`config.mk`:
```
export PLATFORM = sky130hd
export DESIGN_NAME = downconverter_mode_control
export DESIGN_NICKNAME = d
export VERILOG_FILES = /design/src/hdl/downconverter_pkg.sv /design/src/hdl/downconverter_mode_control.sv
export SDC_FILE = /design/constraint.sdc
export NUM_CORES = 1
export LEC_CHECK = 0
export BUFFER_PORTS_ARGS = -buffer_cell sky130_fd_sc_hd__buf_2
export CORE_MARGIN = 3
export CORE_UTILIZATION = 25
export DETAILED_ROUTE_END_ITERATION = 10
export PLACE_DENSITY = 0.51
export SYNTH_ARGS = -nofsm -noshare
export SYNTH_HDL_FRONTEND = slang
export SYNTH_SLANG_ARGS = --single-unit
```
`constraint.sdc`:
```
create_clock -name clk_i -period 5.26 [get_ports clk_i]
set_input_delay 0.526 -clock clk_i [delete_from_list [all_inputs] [get_ports clk_i]]
set_output_delay 0.526 -clock clk_i [all_outputs]
set_load 0.1 [all_outputs]
```
`src/hdl/downconverter_pkg.sv`:
```
// Package with register map, field layout and types of the downconverter.
package downconverter_pkg;

  // Register addresses and widths.
  localparam int ADDR_W = 16;
  localparam int REG_W = 8;
  localparam logic [15:0] CTRL_ADDR = 16'h0330;
  localparam logic [15:0] INSEL_ADDR = 16'h0331;

  // Reset values.
  localparam logic [7:0] CTRL_RESET = 8'h00;
  localparam logic [3:0] EXT_DEC_RESET = 4'h0;
  localparam logic Q_SEL_RESET = 1'b1;
  localparam logic I_SEL_RESET = 1'b1;

  // Control register field positions.
  localparam int MIX_BIT = 7;
  localparam int GAIN_BIT = 6;
  localparam int IF_HI = 5;
  localparam int IF_LO = 4;
  localparam int C2R_BIT = 3;
  localparam int DEC_HI = 2;
  localparam int DEC_LO = 0;

  // Input select register field positions.
  localparam int EXT_HI = 7;
  localparam int EXT_LO = 4;
  localparam int Q_SEL_BIT = 2;
  localparam int I_SEL_BIT = 0;

  // Primary decimation codes.
  localparam logic [2:0] DEC_HB12 = 3'h0;
  localparam logic [2:0] DEC_HB123 = 3'h1;
  localparam logic [2:0] DEC_HB1234 = 3'h2;
  localparam logic [2:0] DEC_HB1 = 3'h3;
  localparam logic [2:0] DEC_HB1_TB2 = 3'h4;
  localparam logic [2:0] DEC_HB12_TB2 = 3'h5;
  localparam logic [2:0] DEC_HB123_TB2 = 3'h6;
  localparam logic [2:0] DEC_EXTENDED = 3'h7;

  // Extended decimation codes.
  localparam logic [3:0] EXT_HB1234_TB2 = 4'h0;
  localparam logic [3:0] EXT_HB1_FB = 4'h2;
  localparam logic [3:0] EXT_HB12_FB = 4'h3;
  localparam logic [3:0] EXT_HB123_FB = 4'h4;
  localparam logic [3:0] EXT_TB1 = 4'h7;
  localparam logic [3:0] EXT_TB1_FB = 4'h8;
  localparam logic [3:0] EXT_TB1_FB_HB2 = 4'h9;

  // Filter stage enable positions.
  localparam int STAGE_N = 7;
  localparam int ST_HB1 = 0;
  localparam int ST_HB2 = 1;
  localparam int ST_HB3 = 2;
  localparam int ST_HB4 = 3;
  localparam int ST_TB1 = 4;
  localparam int ST_TB2 = 5;
  localparam int ST_FB = 6;

  // Datapath sizes.
  localparam int SAMPLE_W = 16;
  localparam int RATIO_W = 6;
  localparam int FIFO_DEPTH = 2;
  localparam logic [15:0] TEST_WORD = 16'h5A5A;

  // Intermediate frequency modes.
  typedef enum logic [1:0] {
    IF_VARIABLE,
    IF_ZERO,
    IF_QUARTER,
    IF_TEST
  } if_mode_e;

  // One complex word with its Q qualifier.
  typedef struct packed {
    logic q_valid;
    logic [SAMPLE_W-1:0] i;
    logic [SAMPLE_W-1:0] q;
  } word_s;

  // Decoded filter cascade.
  typedef struct packed {
    logic ok;
    logic [STAGE_N-1:0] stages;
    logic [RATIO_W-1:0] ratio;
  } dec_cfg_s;

  // Whole state of the block.
  typedef struct packed {
    logic [REG_W-1:0] ctrl;
    logic [3:0] ext_dec;
    logic q_sel;
    logic i_sel;
    logic [REG_W-1:0] rdata;
    logic [RATIO_W-1:0] dec_cnt;
    logic [1:0] mix_phase;
    logic [1:0] c2r_phase;
    logic [FIFO_DEPTH-1:0][$bits(word_s)-1:0] fifo;
    logic [1:0] count;
    logic in_ready;
    logic out_valid;
    dec_cfg_s cfg;
  } state_s;

endpackage

```
`src/hdl/downconverter_mode_control.sv`:
```
// Mode, decimation and input routing logic of the second downconverter.
`timescale 1ns/1ps
module downconverter_mode_control
  import downconverter_pkg::*;
(
  // Clock and reset.
  input wire logic clk_i,
  input wire logic rst_n_i,
  // Register port.
  input wire logic [ADDR_W-1:0] reg_addr_i,
  input wire logic reg_wr_i,
  input wire logic [REG_W-1:0] reg_wdata_i,
  input wire logic reg_rd_i,
  output logic [REG_W-1:0] reg_rdata_o,
  // Converter samples.
  input wire logic in_valid_i,
  output logic in_ready_o,
  input wire logic [SAMPLE_W-1:0] chan_a_i,
  input wire logic [SAMPLE_W-1:0] chan_b_i,
  // Samples towards the output framer.
  output logic out_valid_o,
  input wire logic out_ready_i,
  output logic [SAMPLE_W-1:0] out_i_o,
  output logic [SAMPLE_W-1:0] out_q_o,
  output logic out_q_valid_o,
  // Decoded configuration.
  output logic [STAGE_N-1:0] stage_en_o,
  output logic [RATIO_W-1:0] dec_ratio_o,
  output logic dec_ok_o
);

  state_s st_reg;
  state_s st_next;
  word_s head;

  // Maps the two decimation fields onto a stage cascade and ratio.
  function automatic dec_cfg_s dec_lookup(input logic [2:0] code,
                                          input logic [3:0] ext,
                                          input logic c2r);
    dec_cfg_s c;
    logic halve;
    c = '0;
    c.ok = 1'b1;
    halve = 1'b1;
    unique case (code)
      DEC_HB12: begin
        c.stages = 7'h03;
        c.ratio = 6'h04;
      end
      DEC_HB123: begin
        c.stages = 7'h07;
        c.ratio = 6'h08;
      end
      DEC_HB1234: begin
        c.stages = 7'h0F;
        c.ratio = 6'h10;
      end
      DEC_HB1: begin
        c.stages = 7'h01;
        c.ratio = 6'h02;
      end
      DEC_HB1_TB2: begin
        c.stages = 7'h21;
        c.ratio = 6'h06;
      end
      DEC_HB12_TB2: begin
        c.stages = 7'h23;
        c.ratio = 6'h0C;
      end
      DEC_HB123_TB2: begin
        c.stages = 7'h27;
        c.ratio = 6'h18;
      end
      DEC_EXTENDED: begin
        // The extended field only matters on this code.
        unique case (ext)
          EXT_HB1234_TB2: begin
            c.stages = 7'h2F;
            c.ratio = 6'h30;
          end
          EXT_HB1_FB: begin
            c.stages = 7'h41;
            c.ratio = 6'h0A;
          end
          EXT_HB12_FB: begin
            c.stages = 7'h43;
            c.ratio = 6'h14;
          end
          EXT_HB123_FB: begin
            c.stages = 7'h47;
            c.ratio = 6'h28;
          end
          EXT_TB1: begin
            c.stages = 7'h10;
            c.ratio = 6'h03;
            halve = 1'b0;
          end
          EXT_TB1_FB: begin
            c.stages = 7'h50;
            c.ratio = 6'h0F;
            halve = 1'b0;
          end
          EXT_TB1_FB_HB2: begin
            c.stages = 7'h52;
            c.ratio = 6'h1E;
            halve = 1'b0;
          end
          default: c.ok = 1'b0;
        endcase
      end
    endcase
    // Real output halves the ratio; third-band one cannot do that.
    if (c2r) begin
      if (halve) begin
        c.ratio = c.ratio >> 1;
      end else begin
        c.ok = 1'b0;
      end
    end
    return c;
  endfunction

  // Multiplies by two with saturation.
  function automatic logic [SAMPLE_W-1:0] times_two(
      input logic [SAMPLE_W-1:0] s);
    logic [SAMPLE_W-1:0] r;
    r = {s[SAMPLE_W-2:0], 1'b0};
    if (s[SAMPLE_W-1] != s[SAMPLE_W-2]) begin
      r = {s[SAMPLE_W-1], {(SAMPLE_W-1){~s[SAMPLE_W-1]}}};
    end
    return r;
  endfunction

  // Rotates a complex sample by a quarter turn per phase step.
  function automatic word_s rotate(input word_s w, input logic [1:0] ph);
    word_s r;
    r = w;
    unique case (ph)
      2'h0: r = w;
      2'h1: begin
        r.i = w.q;
        r.q = -w.i;
      end
      2'h2: begin
        r.i = -w.i;
        r.q = -w.q;
      end
      2'h3: begin
        r.i = -w.q;
        r.q = w.i;
      end
    endcase
    return r;
  endfunction

  assign head = word_s'(st_reg.fifo[0]);

  // Next-state logic: registers, mixing, decimation and the buffer.
  always_comb begin
    word_s w;
    logic accept;
    logic pop;
    logic push;
    logic cfg_write;
    logic [1:0] cnt;
    if_mode_e mode;
    st_next = st_reg;
    w = '0;
    push = 1'b0;
    cfg_write = 1'b0;
    cnt = st_reg.count;
    mode = if_mode_e'(st_reg.ctrl[IF_HI:IF_LO]);
    accept = in_valid_i && st_reg.in_ready;
    pop = st_reg.out_valid && out_ready_i;

    // Register writes; reserved input-select bits stay zero.
    if (reg_wr_i && reg_addr_i == CTRL_ADDR) begin
      st_next.ctrl = reg_wdata_i;
      cfg_write = 1'b1;
    end
    if (reg_wr_i && reg_addr_i == INSEL_ADDR) begin
      st_next.ext_dec = reg_wdata_i[EXT_HI:EXT_LO];
      st_next.q_sel = reg_wdata_i[Q_SEL_BIT];
      st_next.i_sel = reg_wdata_i[I_SEL_BIT];
      cfg_write = 1'b1;
    end

    // Register reads; unmapped addresses return zero.
    if (reg_rd_i) begin
      st_next.rdata = '0;
      if (reg_addr_i == CTRL_ADDR) begin
        st_next.rdata = st_reg.ctrl;
      end else if (reg_addr_i == INSEL_ADDR) begin
        st_next.rdata = {st_reg.ext_dec, 1'b0, st_reg.q_sel, 1'b0,
                         st_reg.i_sel};
      end
    end

    // Channel routing: a real mixer feeds Q from I's channel.
    w.i = st_reg.i_sel ? chan_b_i : chan_a_i;
    if (st_reg.ctrl[MIX_BIT]) begin
      w.q = st_reg.q_sel ? chan_b_i : chan_a_i;
    end else begin
      w.q = w.i;
    end
    w.q_valid = 1'b1;

    // Mixing according to the IF mode.
    unique case (mode)
      IF_VARIABLE, IF_ZERO: w = w;
      IF_QUARTER: w = rotate(w, st_reg.mix_phase);
      IF_TEST: begin
        w.i = TEST_WORD;
        w.q = TEST_WORD;
      end
    endcase

    // Optional 6 dB gain.
    if (st_reg.ctrl[GAIN_BIT]) begin
      w.i = times_two(w.i);
      w.q = times_two(w.q);
    end

    // Complex to real: extra quarter-rate mix, I only.
    if (st_reg.ctrl[C2R_BIT]) begin
      w = rotate(w, st_reg.c2r_phase);
      w.q = '0;
      w.q_valid = 1'b0;
    end

    // Keep one sample in each decimation period.
    if (accept) begin
      st_next.mix_phase = st_reg.mix_phase + 2'h1;
      push = st_reg.cfg.ok && st_reg.dec_cnt == '0;
      if (st_reg.dec_cnt + 6'h01 >= st_reg.cfg.ratio) begin
        st_next.dec_cnt = '0;
      end else begin
        st_next.dec_cnt = st_reg.dec_cnt + 6'h01;
      end
    end
    if (push) begin
      st_next.c2r_phase = st_reg.c2r_phase + 2'h1;
    end
    if (cfg_write) begin
      st_next.dec_cnt = '0;
    end
    st_next.cfg = dec_lookup(st_next.ctrl[DEC_HI:DEC_LO], st_next.ext_dec,
                             st_next.ctrl[C2R_BIT]);

    // Two-entry buffer; pop shifts the tail word to the head.
    if (pop) begin
      st_next.fifo[0] = st_reg.fifo[1];
      cnt = cnt - 2'h1;
    end
    if (push) begin
      st_next.fifo[cnt[0]] = w;
      cnt = cnt + 2'h1;
    end
    st_next.count = cnt;
    st_next.out_valid = cnt != 2'h0;
    st_next.in_ready = cnt != 2'(FIFO_DEPTH);
  end

  // State register.
  always_ff @(posedge clk_i or negedge rst_n_i) begin
    if (!rst_n_i) begin
      st_reg <= '0;
      st_reg.ctrl <= CTRL_RESET;
      st_reg.ext_dec <= EXT_DEC_RESET;
      st_reg.q_sel <= Q_SEL_RESET;
      st_reg.i_sel <= I_SEL_RESET;
      st_reg.in_ready <= 1'b1;
      st_reg.cfg.ok <= 1'b1;
      st_reg.cfg.stages <= 7'h03;
      st_reg.cfg.ratio <= 6'h04;
    end else begin
      st_reg <= st_next;
    end
  end

  // Outputs straight from the state flops.
  assign reg_rdata_o = st_reg.rdata;
  assign in_ready_o = st_reg.in_ready;
  assign out_valid_o = st_reg.out_valid;
  assign out_i_o = head.i;
  assign out_q_o = head.q;
  assign out_q_valid_o = head.q_valid;
  assign stage_en_o = st_reg.cfg.stages;
  assign dec_ratio_o = st_reg.cfg.ratio;
  assign dec_ok_o = st_reg.cfg.ok;

endmodule // downconverter_mode_control

```
==> implementation parameters, run 1 <==
Parameter                              Value

GRT
  Vias in the first global route ... 10700
  Maximum number of pins on one net before global-route repair ... 70
  Wire length of the first global-routing pass ... 63400 um
  Initial antenna violation count ... 3
  Global-route usage over all layers ... 17.3%
  Total congestion overflow after global routing ... 0

Timing
  Number of failing hold endpoints at the final stage ... 0
  Final max-slew violation count ... 0
  Finish-stage setup viols ... 0
  Share of the clock period used by the worst path ... 94.9%
  Worst hold-check slack ... 256 ps
  Max transition margin ... 29.3%
  Fmax ... 200 MHz
  Transition time of the tightest slew-check pin ... 1060 ps
  Crit path time final ... 4990 ps
  Final clock skew ... 24.6 ps

Yosys
  Distinct cell type count after synthesis ... 94
  Synth top area cells ... dfrtp_1 25%, mux2i_1 6.3%, mux2_2 4.8%
  Mapped cell area ... 10900 sq um
  Share of synthesized registers carrying an async set or reset ... 100%
  Part of the Yosys area used for sequential elements ... 26.8%
  Most frequently used flop master after synthesis ... dfrtp_1
  Count of mapped cells out of synthesis ... 1358
  Synthesized area per cell ... 8.01 sq um
  Fraction of synthesized cell area taken by the top area cell type ... 25.1%
  Number of warnings reported in the yosys synthesis log ... 0
  Number of enable-type register cells in the synthesized netlist ... 0
  Synth Net Count ... 1443
  Number of storage elements in the synthesis netlist ... 116
  Post-synth top area cell ... dfrtp_1

Routing
  WL/cell ... 19.8 um
  Top Metal Used ... met5
  Detail Route met3 WL ... 2760 um
  Post-detailed-route DRC marker count ... 0
  Post-DR vias/cell ... 5.33
  Vias post-DR ... 11100
  Antenna viol nets, final ... 0
  1st-pass router iterations ... 5
  DR iter-0 viols ... 1077
  Final wirelength ... 41000 um
  Length of routed met2 wiring ... 18600 um
  Sum of routed wire segments on met1 ... 18200 um

Worst hold path
  Class of the tightest hold or removal check ... input pin to asynchronous set/reset pin

Setup path
  Critical path's top delay family ... simple AND/OR/NAND/NOR gates
  Largest stage delay on the critical path ... 610 ps
  Highest fanout seen on the critical path ... 16
  Number of logic stages on the critical path including buffering ... 19
  CP cell instances ... buf_6 -> or4b_1 -> and2_1 -> buf_4 -> nor3_1 -> nand4_1 -> a22oi_1 -> a21o_1 -> inv_1 -> ha_1 -> buf_4 -> buf_4 -> nor3_1 -> a22oi_2 -> nor3_4 -> o2111ai_1 -> mux2i_1 -> a221oi_2 -> a21oi_1
  Worst EP required ... 5490 ps
  Crit path buffers/inverters ... 5
  Critical Path Most Common Cell ... buf_4
  CP Launch Type ... flip-flop
  R2r worst-path depth ... 19
  Endpoint class of the critical path ... flip-flop
  Start-to-end type of the worst setup path ... flip-flop to flip-flop
  Data arrival, critical path ... 5220 ps
  Slowest cell on the critical path ... dfstp_2

Die
  Initial cell density of the core ... 25.6%
  Floorplan die height ... 215 um
  I/O pin cnt ... 119
  Die boundary width ... 215 um
  Overall die area ... 46000 sq um
  Placement row count ... 75
  Floorplan Core Area ... 42400 sq um

Clock tree
  Total CTS buffers ... 17
  TritonCTS clock tree ... built
  Number of H-tree levels ... 4
  Hold-fix buffers at CTS ... 0
  Clk Latency, worst-skew pair ... 420 ps
  Longest Clk Path Bufs ... 2
  Clock-pin slew on the worst setup and hold paths ... 70 ps
  Total clock sinks ... 116
  Root buffer cell ... clkbuf_16

Layout
  Diode insertion count for antenna repair ... 0
  Number of flip-flops in the largest register ... 59
  Share of post-route cells with drive strength above 1 ... 27.9%
  Number of standard cells in the final layout excluding fillers ... 2075
  Fin nets ... 1570
  Layout overhead on the synthesized area ... 22.0%

Placement
  Gpl congestion ... 0.971
  Total placed cells including tap cells ... 2037
  Port buffer count ... 118
  DP Wirelength ... 30900 um

Power and ir drop
  Power density relative to cell area ... 802 nW/um^2
  Overall power ... 10600 uW
  Leak pwr ... 0.00562 uW
  Max rail drop VDD ... 0.370 mV

Flow run
  Max-capacitance violation count ... 0

Run status
  Status ... finished, final reports clean
-- final timing paths --
kind / from / to / slack (ps)
max: st_reg[102] / head[29] / 270
min: rst_n_i / st_reg[53] / 260
max reg2reg: st_reg[102] / head[29] / 270
min reg2reg: st_reg[17] / st_reg[17] / 470
max in group asynchronous: rst_n_i / st_reg[71] / 3810
min in group clk_i: reg_wdata_i[6] / st_reg[114] / 330
-- worst reg2reg max path, cell delays in order, from the launching register on --
cell       delay (ps)
dfstp_2           610
buf_6             230
or4b_1            480
and2_1            200
buf_4             160
nor3_1            280
nand4_1           150
a22oi_1           200
a21o_1            170
inv_1              60
ha_1              300
buf_4             170
buf_4             190
nor3_1            290
a22oi_2           150
nor3_4            350
o2111ai_1         190
mux2i_1           170
a221oi_2          360
a21oi_1           120
-- report_power, final --
group	internal (uW)	total [uW]	switching, uW
combinational	3070	8070	5000
clock	729	1190	460
sequential	1190	1380	185
total	4990	10600	5650
-- cells in the mapped netlist (all sizes together), types with 10 or more instances --
cell and n:
xnor2 23, buf 72, o21ai 96, nand4 12
o22ai 23, mux2 48, mux2i 72, nor4b 10
a31oi 18, nor4 16, xor2 13, nor2 105
clkbuf 74, nor2b 14, a21o 12, a221oi 17
inv 54, dfrtp 109, nor3 44, nand2b 19
and2 10, ha 23, a211oi 31, and3 15
nand2 135, nand3 39, a21oi 85, a22oi 15
-- cells in the final DEF (no fill, tap or decap), types with 10 or more instances in the layout --
master and instances:
nand4_1 11, nor4_1 13, mux2i_1 67, buf_4 132
a211oi_1 28, xnor2_1 23, a221oi_1 12, o22ai_1 23
ha_1 20, dfrtp_1 109, mux2_2 46, clkbuf_16 18
xor2_1 13, nor2b_1 13, o21ai_0 92, a22oi_1 13
a21o_1 12, a31oi_1 15, inv_1 53, and2_1 10
a21oi_1 79, nor3_1 36, and3_1 15, buf_2 117
nand2b_1 19, nor2_1 104, nand2_1 133, nand3_1 35
-- logic make-up (layout without fill, tap and decap cells) --
| group | Yosys count | count (layout) | share of synthesized area [%] |
|---|---|---|---|
| AO/OA/AOI/OAI | 397 | 397 | 24.7 |
| XOR/XNOR | 36 | 36 | 2.90 |
| adder cells (fa/ha/maj) | 23 | 23 | 2.65 |
| buffers and inverters | 202 | 342 | 9.20 |
| flip-flops | 116 | 116 | 26.8 |
| multiplexers | 120 | 120 | 11.8 |
| AND/OR/NAND/NOR | 464 | 464 | 22.0 |
-- metrics by stage --
step                      TNS (ps)  util (%)  area, sq um  worst slack, ps
after global placement        -101      29.3        12400            -51.1
after CTS                        0      30.7        13000             10.2
final                            0      31.3        13300              270
after detailed placement     -72.8      29.3        12400            -42.0
after floorplan                  0         -        10900             1.61
after global routing         -17.3      31.3        13300            -11.8
-- final cells by class --
class | count | area, sq um
fillers | 4606 | 29100
multi-input cells | 1040 | 7150
flip-flops and latches | 116 | 2910
repair buffers | 254 | 1670
well taps | 577 | 722
clock buffers | 19 | 453
inverters | 56 | 210
clock inverters | 13 | 146
-- metal layers --
layer | vias to the layer above | GRT usage (%)
met3 | 86 | 3.20
met1 | 5341 | 23.1
li1 | 5196 | -
met2 | 441 | 27.8
met5 | - | 0
met4 | 6 | 6.32
-- repair_timing --
item / in CTS / in global routing
gates resized for setup: 2 / 30
setup endpoints to repair: 9 / 29
gates cloned: 0 / 1
pin swaps: 0 / 12
setup buffers: 0 / 5
Note: power is estimated with default switching activity, not from simulation.
==> run 2, diff against run 1 <==
--- a/config.mk
+++ b/config.mk
@@ -10,6 +10,7 @@
 export CORE_UTILIZATION = 25
 export DETAILED_ROUTE_END_ITERATION = 10
 export PLACE_DENSITY = 0.51
+export RECOVER_POWER = 100
 export SYNTH_ARGS = -nofsm -noshare
 export SYNTH_HDL_FRONTEND = slang
 export SYNTH_SLANG_ARGS = --single-unit
==> run 2 against run 1 <==
Effect of this change:
- the run now ends with max-capacitance violations, max-slew violations left
- via count rose by 0.29%
- global-route usage unchanged
- power decreased by 0.43%
==> implementation parameters, run 2 (synthesized netlist as in run 1, its figures left out) <==
Parameter                              Value

Run status
  Status ... complete, but fails checks (was finished, final reports clean)
  Failing checks ... max-capacitance violations, max-slew violations

Layout
  Layout overhead on the synthesized area ... 21.2% (was 22.0%)
  Total of fill cells in the finished design ... 4624 (was 4606)
  Diode insertion count for antenna repair ... 0 (unchanged)
  Share of post-route cells with drive strength above 1 ... 23.6% (was 27.9%)
  Number of flip-flops in the largest register ... 59 (unchanged)
  Most frequent standard cell in the layout excluding fill and tap cells ... nand2_1 (unchanged)
  Fin nets ... 1570 (unchanged)
  Final design area excluding fillers ... 13200 sq um (was 13300 sq um)
  Most used cells in the layout excluding fill and tap cells ... 133 x nand2_1, 129 x buf_4, 109 x dfrtp_1 (was 133 x nand2_1, 132 x buf_4, 117 x buf_2)

Placement
  Setup slack after placement ... -42.0 ps (unchanged)
  Port buffer count ... 118 (unchanged)
  Gpl congestion ... 0.971 (unchanged)
  DP Wirelength ... 30900 um (unchanged)
  Cell area after placement ... 12400 sq um (unchanged)

Die
  Die boundary width ... 215 um (unchanged)
  Overall die area ... 46000 sq um (unchanged)
  Floorplan die height ... 215 um (unchanged)
  I/O pin cnt ... 119 (unchanged)
  Initial cell density of the core ... 25.6% (unchanged)
  Placement row count ... 75 (unchanged)
  Floorplan Core Area ... 42400 sq um (unchanged)

Clock tree
  Total CTS buffers ... 17 (unchanged)
  Root buffer cell ... clkbuf_16 (unchanged)
  Clk Latency, worst-skew pair ... 420 ps (about the same)
  Hold-fix buffers at CTS ... 0 (unchanged)
  Number of H-tree levels ... 4 (unchanged)
  Total clock sinks ... 116 (unchanged)
  Clock-pin slew on the worst setup and hold paths ... 70 ps (about the same)
  TritonCTS clock tree ... built (unchanged)
  Longest Clk Path Bufs ... 2 (unchanged)

GRT
  Total congestion overflow after global routing ... 0 (unchanged)
  Wire length of the first global-routing pass ... 63400 um (unchanged)
  Maximum number of pins on one net before global-route repair ... 70 (unchanged)
  Initial antenna violation count ... 3 (unchanged)
  Global-route usage over all layers ... 17.3% (unchanged)
  Vias in the first global route ... 10700 (unchanged)

Setup path
  Critical Path Most Common Cell ... buf_4 (unchanged)
  Worst EP required ... 5490 ps (about the same)
  Highest fanout seen on the critical path ... 18 (was 16)
  CP Launch Type ... flip-flop (unchanged)
  CP cell instances ... buf_12 -> or4b_1 -> a21oi_4 -> and3_1 -> mux2_2 -> a21o_1 -> o21ai_1 -> inv_1 -> ha_1 -> buf_4 -> buf_4 -> nor3_1 -> a22oi_2 -> nor3_4 -> o2111ai_1 -> mux2i_1 -> a221oi_2 -> a21oi_1 (was buf_6 -> or4b_1 -> and2_1 -> buf_4 -> nor3_1 -> nand4_1 -> a22oi_1 -> a21o_1 -> inv_1 -> ha_1 -> buf_4 -> buf_4 -> nor3_1 -> a22oi_2 -> nor3_4 -> o2111ai_1 -> mux2i_1 -> a221oi_2 -> a21oi_1)
  Largest stage delay on the critical path ... 610 ps (about the same)
  Slowest cell on the critical path ... dfstp_2 (unchanged)
  Start-to-end type of the worst setup path ... flip-flop to flip-flop (unchanged)
  Data arrival, critical path ... 5250 ps (was 5220 ps)
  Endpoint class of the critical path ... flip-flop (unchanged)

Timing
  Max transition margin ... -156% (was 29.3%)
  Crit path time final ... 5010 ps (was 4990 ps)
  Final clock skew ... 25.2 ps (was 24.6 ps)
  Final max-slew violation count ... 70 (was 0)
  Transition time of the tightest slew-check pin ... 3850 ps (was 1060 ps)
  Share of the clock period used by the worst path ... 95.3% (was 94.9%)
  Number of failing hold endpoints at the final stage ... 0 (unchanged)
  Finish-stage setup viols ... 0 (unchanged)
  Setup WS post-layout ... 246 ps (was 270 ps)
  Fmax ... 199 MHz (was 200 MHz)

Power and ir drop
  Sw Pwr ... 5650 uW (about the same)
  Leak pwr ... 0.00542 uW (was 0.00562 uW)
  Clock power frac ... 11.2% (about the same)
  Part of the total power dissipated in sequential elements ... 13.0% (about the same)
  Max rail drop VDD ... 0.369 mV (was 0.370 mV)
  Part of the power in combinational logic ... 75.8% (was 75.9%)
  Switching part of the total ... 53.3% (was 53.1%)
  Power density relative to cell area ... 803 nW/um^2 (was 802 nW/um^2)
  Internal Power ... 4940 uW (was 4990 uW)

Routing
  Post-detailed-route DRC marker count ... 0 (unchanged)
  DR iter-0 viols ... 1074 (was 1077)
  1st-pass router iterations ... 6 (was 5)
  Post-DR vias/cell ... 5.35 (was 5.33)
  Vias post-DR ... 11100 (about the same)
  Antenna viol nets, final ... 0 (unchanged)
  Final wirelength ... 41200 um (was 41000 um)
  WL/cell ... 19.8 um (about the same)

Worst hold path
  Class of the tightest hold or removal check ... input pin to flip-flop (was input pin to asynchronous set/reset pin)

Flow run
  Max-capacitance violation count ... 1 (was 0)
[run 2: cell types whose count changed in the layout (fill, tap and decap cells not counted)]
cell,before,now
buf_4,132,129
mux2_1,1,4
dfstp_1,0,1
mux2_2,46,43
clkbuf_2,0,1
buf_2,117,60
and2_1,10,8
and2_0,0,2
nor3_2,5,4
nor3_1,36,37
clkbuf_1,0,59
dfstp_2,7,6
[run 2: power groups by stage]
| stage | clock network (uW) | logic [uW] | registers [uW] |
|---|---|---|---|
| floorplan | 0 | 5000 | 1400 |
| global placement | 0 | 7770 | 1390 |
| detailed placement | 0 | 7780 | 1400 |
| CTS | 1220 | 7810 | 1380 |
| global route | 1260 | 8630 | 1420 |
| finish | 1190 | 8030 | 1380 |
[run 2: cell type report]
cell class / instances / area [sq um] / area share (%)
timing repair buffer: 254 / 1590 / 12.1
sequential: 116 / 2910 / 22.1
inverter: 56 / 210 / 1.59
multi-input combinational: 1040 / 7150 / 54.2
tap: 577 / 722 / 5.48
clock inverter: 13 / 146 / 1.11
clock buffer: 19 / 453 / 3.44
[run 2: per-layer routing]
metal / track usage (%) / routed length, um
met3: 3.20 / 2550
met2: 27.8 / 18700
met1: 23.1 / 18400
met5: 0 / 34
met4: 6.32 / 1420
[run 2: path summary, 6_finish.rpt]
path,from,endpoint,slack [ps],cells past startpoint
max,st_reg[102],head[29],250,18
min,reg_wdata_i[6],st_reg[114],330,3
max reg2reg,st_reg[102],head[29],250,18
min reg2reg,st_reg[17],st_reg[17],470,1
max in group asynchronous,rst_n_i,head[23],1050,2
min in group asynchronous,rst_n_i,st_reg[53],1460,1
[run 2: metrics by stage]
stage               setup TNS (ps)  total power [uW]  hold WS (ps)  cells  utilization [%]
detailed placement           -72.8              9170           463   2037             29.3
floorplan                        0              6400           230   1358                -
finish                           0             10600           328   2075             31.1
global route                 -17.3             11300           326   2075             31.1
CTS                              0             10400           306   2069             30.7
global placement              -101              9160           462   2037             29.3
[run 2: repair_timing]
item                       in CTS  in global routing
buffers inserted                0                  5
pin swaps                       0                 12
setup endpoints to repair       9                 29
gates cloned                    0                  1
gates resized for setup         2                 30
[run 2: critical path: cells and delay by family (launching register included)]
| kind | cells | cell delay [ps] |
|---|---|---|
| AND/OR/NAND/NOR | 4 | 1410 |
| AO/OA/AOI/OAI | 7 | 1320 |
| buffers and inverters | 4 | 620 |
| flip-flops | 1 | 610 |
| multiplexers | 2 | 540 |
| adder cells (fa/ha/maj) | 1 | 320 |
